===== src/rcap_map.svh =====
// Register offsets, field positions, reset values and timing counts of the RTC
`ifndef RCAP_MAP_SVH
`define RCAP_MAP_SVH
`define RCAP_ADDR_W          8
`define RCAP_OFF_CTRL        8'h00
`define RCAP_OFF_COUNT_SLICE_LOW       8'h04
`define RCAP_OFF_COUNT_SLICE_MIDDLE       8'h08
`define RCAP_OFF_COUNT_SLICE_HIGH       8'h0c
`define RCAP_OFF_ALM_L       8'h10
`define RCAP_OFF_ALM_M       8'h14
`define RCAP_OFF_ALM_H       8'h18
`define RCAP_OFF_PER_L       8'h1c
`define RCAP_OFF_PER_H       8'h20
`define RCAP_BIT_PER_EN      10
`define RCAP_BIT_ALM_EN      9
`define RCAP_BIT_DONE        5
`define RCAP_BIT_CNF         4
`define RCAP_BIT_FIX3        3
`define RCAP_BIT_PER_FLAG    2
`define RCAP_BIT_ALM_FLAG    1
`define RCAP_BIT_FIX0        0
`define RCAP_CTRL_RESET      16'h0020
`define RCAP_CNT_RESET       48'h0000_0000_0000
`define RCAP_ALM_RESET       48'hffff_ffff_ffff
`define RCAP_PER_RESET       20'h0_8000
`define RCAP_STOP_ALARM_S    1
`define RCAP_TICK_HZ         32768
`define RCAP_UPDATE_TICKS    2'h2
`endif


===== src/rcap_pkg.sv =====
// Types shared by the RTC design
package rcap_pkg;
   typedef struct packed {
      logic periodic_irq_enable;
      logic almEn;
      logic config_flag;
      logic done;
   } rcap_ctrl_type;
   typedef struct packed {
      logic [47:0] count;
      logic [47:0] alarm;
      logic [19:0] period;
   } rcap_stage_type;
   typedef struct packed {
      logic [2:0] count;
      logic [2:0] alarm;
      logic [1:0] period;
   } rcap_pend_type;
endpackage


===== src/rcap_rtc.sv =====
// RTC with 48-bit counter, alarm compare, 20-bit periodic tick and APB slave
//
// Functional notes
// Counter increments per tick; alarm on match
// Tick at most quarter of APB clock
// 20-bit period register sets periodic interval
// System reset clears all but time registers
// RTC reset: alarm ones, period 8000h, count 0
// Free running after reset; interrupts masked
// Software clears stale flags before enabling
// Time registers writable only in config mode
// Clearing config flag starts staged update
// Bit 5 reads update done status
// All writes ignored while update busy
// Config-clear write: busy 1-2 ticks
// Word access; reserved bits read zero
// Control resets to 0020h, enables off
// Bit 10 periodic, bit 9 alarm enable
// Control bits 3 and 0 read one
// Periodic flag bit 2 at threshold
// Alarm flag bit 1 on match
// Flags only set by hardware; write 0 clears
// No alarm flag while system held reset
// In stop mode alarm after one second
// Counter slice writes load; reads live
// Reads return current value while busy
// Counters run on RTC reset domain only
// Staged values applied together within two ticks
// Period counts down, reloads at threshold
// Zero period holds periodic interrupt high
// Staged values and trigger handed to tick logic
// Counter as three 16-bit word registers
`include "rcap_map.svh"
module rcap_rtc #(
   parameter int unsigned TICKS_PER_SEC = `RCAP_TICK_HZ
) (
   input  wire logic        clock,
   input  wire logic        rst_n,
   input  wire logic        rtc_domain_reset_n,
   input  wire logic        tick_clock,
   input  wire logic        stop_mode,
   input  wire logic        psel,
   input  wire logic        penable,
   input  wire logic        pwrite,
   input  wire logic [7:0]  paddr,
   input  wire logic [31:0] pwdata,
   output logic      [31:0] prdata,
   output logic             pready,
   output logic             pslverr,
   output logic             alarm_irq,
   output logic             periodic_irq
);
   localparam int unsigned STOP_TICKS = `RCAP_STOP_ALARM_S * TICKS_PER_SEC;

   rcap_pkg::rcap_ctrl_type  ctrl_ff;
   rcap_pkg::rcap_stage_type stage_ff;
   rcap_pkg::rcap_pend_type  pend_ff;
   logic        tickPrev_ff;
   logic [47:0] count_ff;
   logic [47:0] alarm_ff;
   logic [19:0] period_ff;
   logic [19:0] perCnt_ff;
   logic [31:0] stopCnt_ff;
   logic [1:0]  busyCnt_ff;
   logic        applyArm_ff;
   logic        almFlag_ff;
   logic        perFlag_ff;
   logic        tickPulse;
   logic        access;
   logic        wrEn;
   logic        wrCtrl;
   logic        cfgWr;
   logic        applyPulse;
   logic        almEvent;
   logic        perEvent;
   logic        mapped;
   logic [15:0] wd;
   logic [15:0] rdMux;

   // Tick clock is sampled synchronously; its rising edge becomes an enable
   always_ff @(posedge clock or negedge rtc_domain_reset_n) begin
      if (!rtc_domain_reset_n) begin
         tickPrev_ff <= 1'b0;
      end else begin
         tickPrev_ff <= tick_clock;
      end
   end
   assign tickPulse = tick_clock & ~tickPrev_ff;

   // APB decode: one wait state, effects committed in the first access cycle
   assign access = psel & penable & ~pready;
   assign wd     = pwdata[15:0];
   assign wrEn   = access & pwrite & ctrl_ff.done;
   assign wrCtrl = wrEn & (paddr == `RCAP_OFF_CTRL);
   assign cfgWr  = wrEn & ctrl_ff.config_flag;

   // Staged update goes out on the first tick of the busy window
   assign applyPulse = tickPulse & ~ctrl_ff.done & applyArm_ff & (busyCnt_ff == 2'h0);

   // Stop mode swaps the compare for a fixed one-second timer
   assign almEvent = tickPulse & (stop_mode ? (stopCnt_ff == STOP_TICKS - 1)
                                            : (count_ff == alarm_ff));
   assign perEvent = tickPulse & (perCnt_ff == 20'h0_0000);

   // Control register and update sequencer
   always_ff @(posedge clock or negedge rst_n) begin
      if (!rst_n) begin
         ctrl_ff     <= '{periodic_irq_enable: 1'b0, almEn: 1'b0, config_flag: 1'b0, done: 1'b1};
         busyCnt_ff  <= 2'h0;
         applyArm_ff <= 1'b0;
      end else if (wrCtrl) begin
         ctrl_ff.periodic_irq_enable <= wd[`RCAP_BIT_PER_EN];
         ctrl_ff.almEn <= wd[`RCAP_BIT_ALM_EN];
         ctrl_ff.config_flag   <= wd[`RCAP_BIT_CNF];
         if (!wd[`RCAP_BIT_CNF]) begin
            // Busy even without prior config mode, so only control changes then
            ctrl_ff.done <= 1'b0;
            busyCnt_ff   <= 2'h0;
            applyArm_ff  <= ctrl_ff.config_flag;
         end
      end else if (!ctrl_ff.done && tickPulse) begin
         // Two tick edges give one to two tick periods of busy
         if (busyCnt_ff + 2'h1 == `RCAP_UPDATE_TICKS) begin
            ctrl_ff.done <= 1'b1;
            applyArm_ff  <= 1'b0;
         end
         busyCnt_ff <= busyCnt_ff + 2'h1;
      end
   end

   // Staging registers hold config-mode writes until the update
   always_ff @(posedge clock or negedge rst_n) begin
      if (!rst_n) begin
         stage_ff <= '0;
         pend_ff  <= '0;
      end else if (applyPulse) begin
         pend_ff <= '0;
      end else if (cfgWr) begin
         unique case (paddr)
            `RCAP_OFF_COUNT_SLICE_LOW: begin stage_ff.count[15:0]  <= wd; pend_ff.count[0] <= 1'b1; end
            `RCAP_OFF_COUNT_SLICE_MIDDLE: begin stage_ff.count[31:16] <= wd; pend_ff.count[1] <= 1'b1; end
            `RCAP_OFF_COUNT_SLICE_HIGH: begin stage_ff.count[47:32] <= wd; pend_ff.count[2] <= 1'b1; end
            `RCAP_OFF_ALM_L: begin stage_ff.alarm[15:0]  <= wd; pend_ff.alarm[0] <= 1'b1; end
            `RCAP_OFF_ALM_M: begin stage_ff.alarm[31:16] <= wd; pend_ff.alarm[1] <= 1'b1; end
            `RCAP_OFF_ALM_H: begin stage_ff.alarm[47:32] <= wd; pend_ff.alarm[2] <= 1'b1; end
            `RCAP_OFF_PER_L: begin stage_ff.period[15:0] <= wd; pend_ff.period[0] <= 1'b1; end
            `RCAP_OFF_PER_H: begin stage_ff.period[19:16] <= wd[3:0]; pend_ff.period[1] <= 1'b1; end
            default: begin end
         endcase
      end
   end

   // Time counter; lives on the RTC reset so system reset leaves it running
   always_ff @(posedge clock or negedge rtc_domain_reset_n) begin
      if (!rtc_domain_reset_n) begin
         count_ff <= `RCAP_CNT_RESET;
      end else if (applyPulse) begin
         for (int i = 0; i < 3; i++) begin
            if (pend_ff.count[i]) begin
               count_ff[i*16 +: 16] <= stage_ff.count[i*16 +: 16];
            end
         end
      end else if (tickPulse) begin
         count_ff <= count_ff + 48'h1;
      end
   end

   // Alarm and period values
   always_ff @(posedge clock or negedge rtc_domain_reset_n) begin
      if (!rtc_domain_reset_n) begin
         alarm_ff  <= `RCAP_ALM_RESET;
         period_ff <= `RCAP_PER_RESET;
      end else if (applyPulse) begin
         for (int i = 0; i < 3; i++) begin
            if (pend_ff.alarm[i]) begin
               alarm_ff[i*16 +: 16] <= stage_ff.alarm[i*16 +: 16];
            end
         end
         if (pend_ff.period[0]) begin
            period_ff[15:0] <= stage_ff.period[15:0];
         end
         if (pend_ff.period[1]) begin
            period_ff[19:16] <= stage_ff.period[19:16];
         end
      end
   end

   // Period down-counter reloads at zero; new period restarts it at once
   always_ff @(posedge clock or negedge rtc_domain_reset_n) begin
      if (!rtc_domain_reset_n) begin
         perCnt_ff <= `RCAP_PER_RESET;
      end else if (applyPulse && pend_ff.period != 2'h0) begin
         perCnt_ff <= {pend_ff.period[1] ? stage_ff.period[19:16] : period_ff[19:16],
                       pend_ff.period[0] ? stage_ff.period[15:0] : period_ff[15:0]};
      end else if (perEvent) begin
         perCnt_ff <= period_ff;
      end else if (tickPulse) begin
         perCnt_ff <= perCnt_ff - 20'h1;
      end
   end

   // Stop-mode second timer restarts whenever stop mode is left
   always_ff @(posedge clock or negedge rtc_domain_reset_n) begin
      if (!rtc_domain_reset_n) begin
         stopCnt_ff <= 32'h0;
      end else if (!stop_mode || almEvent) begin
         stopCnt_ff <= 32'h0;
      end else if (tickPulse) begin
         stopCnt_ff <= stopCnt_ff + 32'h1;
      end
   end

   // Request flags: set wins over clear; held clear while system reset is low
   always_ff @(posedge clock or negedge rst_n) begin
      if (!rst_n) begin
         almFlag_ff <= 1'b0;
         perFlag_ff <= 1'b0;
      end else begin
         almFlag_ff <= almEvent | (almFlag_ff & ~(wrCtrl & ~wd[`RCAP_BIT_ALM_FLAG]));
         perFlag_ff <= perEvent | (perFlag_ff & ~(wrCtrl & ~wd[`RCAP_BIT_PER_FLAG]));
      end
   end

   // Interrupt outputs gated by the enables; zero period forces periodic high
   always_ff @(posedge clock or negedge rst_n) begin
      if (!rst_n) begin
         alarm_irq    <= 1'b0;
         periodic_irq <= 1'b0;
      end else begin
         alarm_irq    <= almFlag_ff & ctrl_ff.almEn;
         periodic_irq <= ctrl_ff.periodic_irq_enable & (perFlag_ff | (period_ff == 20'h0_0000));
      end
   end

   // Read mux returns live values regardless of busy state
   always_comb begin
      rdMux  = 16'h0000;
      mapped = 1'b1;
      unique case (paddr)
         `RCAP_OFF_CTRL: begin
            rdMux[`RCAP_BIT_PER_EN]   = ctrl_ff.periodic_irq_enable;
            rdMux[`RCAP_BIT_ALM_EN]   = ctrl_ff.almEn;
            rdMux[`RCAP_BIT_DONE]     = ctrl_ff.done;
            rdMux[`RCAP_BIT_CNF]      = ctrl_ff.config_flag;
            rdMux[`RCAP_BIT_FIX3]     = 1'b1;
            rdMux[`RCAP_BIT_PER_FLAG] = perFlag_ff;
            rdMux[`RCAP_BIT_ALM_FLAG] = almFlag_ff;
            rdMux[`RCAP_BIT_FIX0]     = 1'b1;
         end
         `RCAP_OFF_COUNT_SLICE_LOW: rdMux = count_ff[15:0];
         `RCAP_OFF_COUNT_SLICE_MIDDLE: rdMux = count_ff[31:16];
         `RCAP_OFF_COUNT_SLICE_HIGH: rdMux = count_ff[47:32];
         `RCAP_OFF_ALM_L: rdMux = alarm_ff[15:0];
         `RCAP_OFF_ALM_M: rdMux = alarm_ff[31:16];
         `RCAP_OFF_ALM_H: rdMux = alarm_ff[47:32];
         `RCAP_OFF_PER_L: rdMux = perCnt_ff[15:0];
         `RCAP_OFF_PER_H: rdMux = {12'h000, perCnt_ff[19:16]};
         default:         mapped = 1'b0;
      endcase
   end

   // APB answer registers; upper data bits always zero
   always_ff @(posedge clock or negedge rst_n) begin
      if (!rst_n) begin
         pready  <= 1'b0;
         prdata  <= 32'h0000_0000;
         pslverr <= 1'b0;
      end else begin
         pready  <= access;
         pslverr <= access & ~mapped;
         if (access && !pwrite) begin
            prdata <= {16'h0000, rdMux};
         end
      end
   end

   a_done_drops: assert property (@(posedge clock) disable iff (!rst_n)
      wrCtrl && !wd[`RCAP_BIT_CNF] |=> !ctrl_ff.done)
      else $error("Update done did not drop after config clear");
   a_busy_blocks_ctrl: assert property (@(posedge clock) disable iff (!rst_n)
      !ctrl_ff.done && !tickPulse |=> $stable(ctrl_ff.periodic_irq_enable) && $stable(ctrl_ff.almEn))
      else $error("Control changed while update busy");
   a_done_on_tick: assert property (@(posedge clock) disable iff (!rst_n)
      $rose(ctrl_ff.done) |-> $past(tickPulse) && $past(busyCnt_ff) == 2'h1)
      else $error("Update done returned off the second tick");
   a_count_advances: assert property (@(posedge clock) disable iff (!rtc_domain_reset_n)
      tickPulse && !applyPulse |=> count_ff == $past(count_ff) + 48'h1)
      else $error("Counter did not advance on tick");
   a_alarm_sets_flag: assert property (@(posedge clock) disable iff (!rst_n)
      tickPulse && !stop_mode && count_ff == alarm_ff |=> almFlag_ff)
      else $error("Alarm match did not set flag");
   a_flag_sticky: assert property (@(posedge clock) disable iff (!rst_n)
      almFlag_ff && !(wrCtrl && !wd[`RCAP_BIT_ALM_FLAG]) |=> almFlag_ff)
      else $error("Alarm flag cleared without software");
   a_irq_masked: assert property (@(posedge clock) disable iff (!rst_n)
      !ctrl_ff.almEn |=> !alarm_irq)
      else $error("Alarm interrupt while masked");
   a_zero_period_high: assert property (@(posedge clock) disable iff (!rst_n)
      ctrl_ff.periodic_irq_enable && period_ff == 20'h0_0000 |=> periodic_irq)
      else $error("Zero period did not hold interrupt high");
   a_ctrl_fixed_ones: assert property (@(posedge clock) disable iff (!rst_n)
      access && !pwrite && paddr == `RCAP_OFF_CTRL |=> pready && prdata[3] && prdata[0])
      else $error("Control fixed bits not read as one");
   a_stage_blocked: assert property (@(posedge clock) disable iff (!rst_n)
      access && pwrite && !ctrl_ff.config_flag && !applyPulse |=> $stable(pend_ff))
      else $error("Staged write accepted outside config mode");

   // Bus answer shape: one-cycle ready, upper half always zero
   a_ready_after_access: assert property (@(posedge clock) disable iff (!rst_n)
      access |=> pready)
      else $error("Access not answered in the next cycle");
   // A held request must not be taken twice
   a_ready_one_cycle: assert property (@(posedge clock) disable iff (!rst_n)
      pready |=> !pready)
      else $error("Ready stood longer than one cycle");
   // Only the low half carries register data
   a_upper_data_zero: assert property (@(posedge clock) disable iff (!rst_n)
      pready |-> prdata[31:16] == 16'h0000)
      else $error("Upper read data not zero");
   // Error only ever accompanies an answer
   a_error_with_ready: assert property (@(posedge clock) disable iff (!rst_n)
      pslverr |-> pready)
      else $error("Slave error without ready");
   // The control register is always mapped
   a_ctrl_no_error: assert property (@(posedge clock) disable iff (!rst_n)
      access && paddr == `RCAP_OFF_CTRL |=> !pslverr)
      else $error("Control access flagged as error");
   // Counter reads see the live value of the access cycle
   a_count_read_live: assert property (@(posedge clock) disable iff (!rst_n)
      access && !pwrite && paddr == `RCAP_OFF_COUNT_SLICE_LOW |=> prdata[15:0] == $past(count_ff[15:0]))
      else $error("Counter read not live");
   // Busy window freezes the configuration flag too
   a_busy_keeps_cnf: assert property (@(posedge clock) disable iff (!rst_n)
      access && pwrite && !ctrl_ff.done |=> $stable(ctrl_ff.config_flag))
      else $error("Configuration flag changed while busy");
   // Busy window also freezes the staging registers
   a_busy_keeps_stage: assert property (@(posedge clock) disable iff (!rst_n)
      access && pwrite && !ctrl_ff.done |=> $stable(stage_ff))
      else $error("Staging changed while busy");
   // Entering config mode starts no update
   a_cnf_enters: assert property (@(posedge clock) disable iff (!rst_n)
      wrCtrl && wd[`RCAP_BIT_CNF] |=> ctrl_ff.config_flag && ctrl_ff.done)
      else $error("Config entry did not take effect");
   // Full counter load lands in one edge, whatever the write order
   a_count_applied: assert property (@(posedge clock) disable iff (!rtc_domain_reset_n)
      applyPulse && pend_ff.count == 3'h7 |=> count_ff == $past(stage_ff.count))
      else $error("Staged counter not applied");
   // Full alarm load lands together with the counter
   a_alarm_applied: assert property (@(posedge clock) disable iff (!rtc_domain_reset_n)
      applyPulse && pend_ff.alarm == 3'h7 |=> alarm_ff == $past(stage_ff.alarm))
      else $error("Staged alarm not applied");
   // Full period load lands together with the counter
   a_period_applied: assert property (@(posedge clock) disable iff (!rtc_domain_reset_n)
      applyPulse && pend_ff.period == 2'h3 |=> period_ff == $past(stage_ff.period))
      else $error("Staged period not applied");
   // Down-counter restarts from the period at the threshold
   a_period_reload: assert property (@(posedge clock) disable iff (!rtc_domain_reset_n)
      perEvent && !applyPulse |=> perCnt_ff == $past(period_ff))
      else $error("Period counter did not reload");
   // Threshold always leaves a pending request behind
   a_period_sets_flag: assert property (@(posedge clock) disable iff (!rst_n)
      perEvent |=> perFlag_ff)
      else $error("Period threshold did not set flag");
   // Periodic request is sticky like the alarm one
   a_per_flag_sticky: assert property (@(posedge clock) disable iff (!rst_n)
      perFlag_ff && !(wrCtrl && !wd[`RCAP_BIT_PER_FLAG]) |=> perFlag_ff)
      else $error("Periodic flag cleared without software");
   // Masked periodic output stays low, zero period included
   a_per_irq_masked: assert property (@(posedge clock) disable iff (!rst_n)
      !ctrl_ff.periodic_irq_enable |=> !periodic_irq)
      else $error("Periodic interrupt while masked");
   // Enabled pending alarm reaches the pin one clock later
   a_alarm_irq_follows: assert property (@(posedge clock) disable iff (!rst_n)
      almFlag_ff && ctrl_ff.almEn |=> alarm_irq)
      else $error("Enabled alarm request not signalled");
   // Stop mode alarm comes from the second timer, not the compare
   a_stop_alarm_flag: assert property (@(posedge clock) disable iff (!rst_n)
      tickPulse && stop_mode && stopCnt_ff == STOP_TICKS - 1 |=> almFlag_ff)
      else $error("Stop mode second did not set alarm flag");
endmodule


===== config.mk =====
export PLATFORM = sky130hd
export DESIGN_NAME = rcap_rtc
export DESIGN_NICKNAME = d
export VERILOG_FILES = /design/src/rcap_pkg.sv /design/src/rcap_rtc.sv
export VERILOG_INCLUDE_DIRS = /design/src
export SDC_FILE = /design/constraint.sdc
export NUM_CORES = 1
export LEC_CHECK = 0
export BUFFER_PORTS_ARGS = -buffer_cell sky130_fd_sc_hd__buf_2
export CAP_MARGIN = 40
export CORE_ASPECT_RATIO = 0.8
export CORE_MARGIN = 2
export CORE_UTILIZATION = 50
export DETAILED_ROUTE_END_ITERATION = 16
export PLACE_DENSITY = 0.67
export REMOVE_ABC_BUFFERS = 1
export SLEW_MARGIN = 10
export SYNTH_ARGS = -nofsm -noshare
export SYNTH_HDL_FRONTEND = slang
export SYNTH_SLANG_ARGS = --single-unit

===== constraint.sdc =====
create_clock -name clock -period 3.08 [get_ports clock]
set_input_delay 0.616 -clock clock [delete_from_list [all_inputs] [get_ports clock]]
set_output_delay 0.616 -clock clock [all_outputs]
set_load 0.01 [all_outputs]

# Word level (Yosys, flattened, before mapping)
# Cells that the tools add are included.
# Widths: inputs -> output; s select.
# totals
elab_cells	179
latchBits	0
ff_bits	322
output_inout_bits	36
romBits	0
ramBits	0
mem_count	0
# classes
n_mul	0
muxes	39
add_sub_neg	4
shifts	0
eq_ne	15
order_cmp	0
n_bitwise	31
n_reduce_logical	51
div_mod_pow	0
# ops
cell	n
$mux 48	2
$mux 16	4
$mux 32	2
$mux 20	3
$pmux 6 s9	1
$add 48x1->48 const B	1
$eq 48x48->1	1
$logic_not 20->1	2
$pmux 5 s7	1
$add 32x1->32 const B	1
$eq 32x15->1 const B	1
$eq 8x5->1 const B	4
$reduce_and 2->1	15
$reduce_bool 2->1	14
$reduce_and 3->1	9
$pmux 3 s7	1
$sub 20x1->20 const B	1
$and 1x1->1	19
$mux 1	18
$eq 8x4->1 const B	2
$mux 8	2
$pmux 2 s8	1
$not 1->1	9
$reduce_or 9->1	1
14 further kinds	25

# Depth between registers and ports, before layout
# depth
word_depth	9
ltp_mapped	9

# Worst setup path after synthesis
# Ideal clock, no wire load.
# synth_timing
path_kind	input to register
from	input port paddr[1]
to	register stage_ff[90] (netlist name)
setup_slack_ns	0.477
n_path_buf	2
required_time_ns	2.953
setup_ns	0.127
arrival_ns	2.476
cell_stages	6
path_cell_list	or4_4 -> buf_2 -> or3_4 -> nor3_4 -> buf_6 -> mux2_1
# synth_between
elab_chain_len	2
# synth_rtl
item	line_no	rtl
from (decl)	rcap_rtc.sv:45	input wire logic [7:0] paddr,
$eq 8x4->1	rcap_rtc.sv:139	unique case (paddr)
$reduce_and 3->1 (no source line)	-	
to (decl)	rcap_rtc.sv:56	rcap_pkg::rcap_stage_type stage_ff;
# Every way passes these cells.
# A chain may end at the register's enable or synchronous reset.

# Final worst setup path
# layout_timing
from	register count_ff[0]
to	register count_ff[44]
# layout_between
elab_chain_len	3
# layout_rtl
item	line_no	rtl
from (decl)	rcap_rtc.sv:59	logic [47:0] count_ff;
from (signal assigned)	rcap_rtc.sv:156	count_ff <= `RCAP_CNT_RESET;
from (signal, indexed assignment)	rcap_rtc.sv:160	count_ff[i*16 +: 16] <= stage_ff.count[i*16 +: 16];
from (signal assigned)	rcap_rtc.sv:164	count_ff <= count_ff + 48'h1;
$add 48x1->48	rcap_rtc.sv:164	
$mux 48	rcap_rtc.sv:163	end else if (tickPulse) begin
$mux 48	rcap_rtc.sv:157	end else if (applyPulse) begin
# Every way passes these cells. The select of a mux whose other input is x is not followed.

==> flow_summary_export.csv <==
group,metric,value,unit
cells_and_area,nets,1656,
global_route,grt_pass1_vias,12900,
logic_synthesis,syn_area,0.0168,mm^2
worst_setup_path,r2r_slack,0.38,ns
clock_network,cts_setup_buffers,0,
cells_and_area,ff_latch_area,0.00812,mm^2
global_route,overflow,0,
worst_setup_path,r2r-end,"count_ff[44]$_DFFE_PN0P_",
sta,fin_worst_skew,0.00961,ns
placed_design,dp_slack,0.327,ns
route,via_count,13400,
die,io_pins,84,
worst_setup_path,crit_path_end_kind,"flop",
sta,tns,0,ns
worst_setup_path,critPathArrivalTime,3.12,ns
route,vias_per_cell,6.52,
route,m1WireLength,25.1,mm
cells_and_area,fillers,2878,
cells_and_area,final_common_cell,"dfrtp_1",
power_and_ir_drop,clock_power_share,42.2,%
worst_setup_path,cp_top_family,"simple AND/OR/NAND/NOR gates",
route,wl,55.4,mm
clock_network,numCtsBuffers,35,
global_route,grt_start_max_net_pins,69,
power_and_ir_drop,combPwrFrac,12.8,%
placed_design,postPlaceCellArea,0.0177,mm^2
power_and_ir_drop,internal_power,7.66,mW
power_and_ir_drop,peakVddDrop,518,uV
clock_network,clockBufferDepth,3,
clock_network,cts.clk_slew.worst_paths,0.06,ns
die,die_area,0.0351,mm^2
power_and_ir_drop,switching_share,27.5,%
clock_network,root_buffer,"clkbuf_16",
clock_network,cts_hold_buf,0,
sta,maxSlewViolCount,0,
sta,setup_viol,0,
worst_setup_path,r2r-start,"count_ff[0]$_DFFE_PN0P_",
run,cap_violations,0,
cells_and_area,layout.cells.non_filler,2064,
cells_and_area,syn_to_final_growth,12.8,%
placed_design,gp_congestion,0.989,
logic_synthesis,synth_seq_cells,322,
logic_synthesis,ys_types,88,
worst_setup_path,crit_type,"flop to flop",
cells_and_area,layout_common_cells,"271 x dfrtp_1, 183 x mux2_2, 95 x nand2_1, 89 x nor2_1, 67 x o21ai_0",
clock_network,cts_sinks,322,
route,met3_length,5.51,mm
global_route,grt_use_total,32.0,%
die,rows,60,
sta,relSlewSlack,45.9,%
route,drcViolationCount,0,
logic_synthesis,synthCells,1552,
power_and_ir_drop,sequentialPowerShare,45.0,%
die,die_h,168,um
worst_setup_path,slowest_stage,"nor4_1",
die,coreArea,0.0334,mm^2
die,start_util,50.3,%
power_and_ir_drop,p_per_area,557,mW/mm^2
logic_synthesis,avgSynthCellArea,10.8,um^2
worst_setup_path,cp.required,3.49,ns
route,wl_met2,23.5,mm
sta,layout_min_cycle_time,2.70,ns
global_route,grt_pass1_wl,84.3,mm
sta,setup_ws,0.376,ns
route,drtIter0Drc,1707,
worst_setup_path,crit_buf_inv,0,
logic_synthesis,seq_area_frac_synth,48.3,%
power_and_ir_drop,p_leak,8.42,nW
die,die_x,209,um
run_status,status,"finished, final reports clean",
route,wl_per_cell,26.9,um
worst_setup_path,cp_slowest_stage_delay,0.63,ns
sta,tightestPinTransition,0.805,ns
clock_network,cts.repair.resized,0,
sta,rsz0062_at_grt,"no",
power_and_ir_drop,p_sw,2.90,mW
cells_and_area,drive_gt1_share,27.4,%
worst_setup_path,rr_worst_depth,6,
worst_setup_path,critPathMostFrequentCell,"nand4_1",
clock_network,htree_levels,2,
min_path,hp-class,"input port to asynchronous set/reset pin",
logic_synthesis,synth_edf_count,0,
route,dr.max_layer_used,"met4",
worst_setup_path,critPathMaxFanout,7,
worst_setup_path,start_kind,"flop",
placed_design,dp_cells,1999,
logic_synthesis,async_flop_share,100,%
global_route,antenna_found_initial,7,
route,antenna_left,0,
logic_synthesis,synth_ff_type,"dfrtp_1",
route,first_pass_iters,6,
logic_synthesis,yosysWarnings,0,
clock_network,worstSkewPairLatency,0.52,ns
placed_design,port_buffers,51,
cells_and_area,design_area,0.0190,mm^2
placed_design,place_hpwl,39.4,mm
sta,fmax,370,MHz
sta,hold_violations,0,
clock_network,tritoncts,"built",
sta,post-route-period-util,87.8,%
worst_setup_path,worstPathCellList,"ha_1, nand4_1, nor4_1, and4_1, nand4_1, o311ai_1",
cells_and_area,multi_input_comb_area,0.00812,mm^2
==> cell type report <==
type,count,area share (%)
Multi-Input combinational cell,1105,42.8
Antenna cell,2,0.0264
Clock inverter,6,0.448
Tap cell,434,2.86
Timing Repair Buffer,121,4.64
Inverter,17,0.336
Sequential cell,322,42.8
Clock buffer,57,6.07
==> sequential cells by signal (all words and copies together) (netlist names) <==
name	flops
stage_ff	116
alarm_ff	48
count_ff	48
stopCnt_ff	32
perCnt_ff	20
period_ff	20
prdata	16
pend_ff	8
ctrl_ff	4
busyCnt_ff	2
alarm_irq	1
almFlag_ff	1
applyArm_ff	1
perFlag_ff	1
periodic_irq	1
pready	1
pslverr	1
tickPrev_ff	1
==> how the worst max path moves through the flow <==
stage / endpoint / startpoint / depth (start not counted)
after floorplan: perCnt_ff[12]$_DFFE_PN0P_ / tick_clock / 5
after global placement: stage_ff[44]$_DFFE_PN0P_ / paddr[1] / 6
after detailed placement: stage_ff[36]$_DFFE_PN0P_ / paddr[1] / 6
after CTS: count_ff[44]$_DFFE_PN0P_ / count_ff[0]$_DFFE_PN0P_ / 6
after global routing: count_ff[44]$_DFFE_PN0P_ / count_ff[0]$_DFFE_PN0P_ / 6
final: count_ff[44]$_DFFE_PN0P_ / count_ff[0]$_DFFE_PN0P_ / 6
==> cell families after synthesis <==
logic type               Yosys count  share of synthesized area, %
AND/OR/NAND/NOR                  472                          15.2
flip-flops                       322                          48.3
AO/OA/AOI/OAI                    286                          11.4
multiplexers                     239                          16.3
buffers and inverters            140                          3.81
XOR/XNOR                          86                          4.48
adder cells (fa/ha/maj)            6                         0.447
other                              1                        0.0223
==> per-stage QoR <==
stage,utilization (%),power (mW),hold WS [ns]
floorplan,-,5.46,0.320
global route,56.8,10.9,0.0320
global placement,53.1,6.09,0.454
CTS,56.8,10.6,0.0238
detailed placement,53.1,6.12,0.461
finish,56.8,10.6,0.0228
==> cells in the mapped netlist (all sizes together), types with 34 or more instances <==
cell type,count,area [um^2]
a21oi,62,310
xnor2,64,561
buf,45,284
mux2i,38,380
nand2,95,357
nand3,57,285
dfstp,51,1340
nor4,34,255
clkbuf,78,293
dfrtp,271,6780
o21ai,70,350
nand4,51,319
nor2,90,340
mux2,192,2160
==> power groups by stage <==
stage	clock network [mW]	logic, mW	registers, mW
3_5_place_dp	0	1.31	4.81
6_report	4.46	1.35	4.76
2_1_floorplan	0	0.782	4.68
3_3_place_gp	0	1.28	4.81
4_1_cts	4.53	1.32	4.74
5_1_grt	4.69	1.48	4.77
==> layer usage <==
metal  vias to the layer above  global-route usage, %
met5                         -                      0
met4                         0                   7.95
met3                        77                   6.36
met2                       704                   46.0
met1                      6851                   49.4
li1                       5815                      -
No activity file was read; power rests on OpenSTA's default activity.
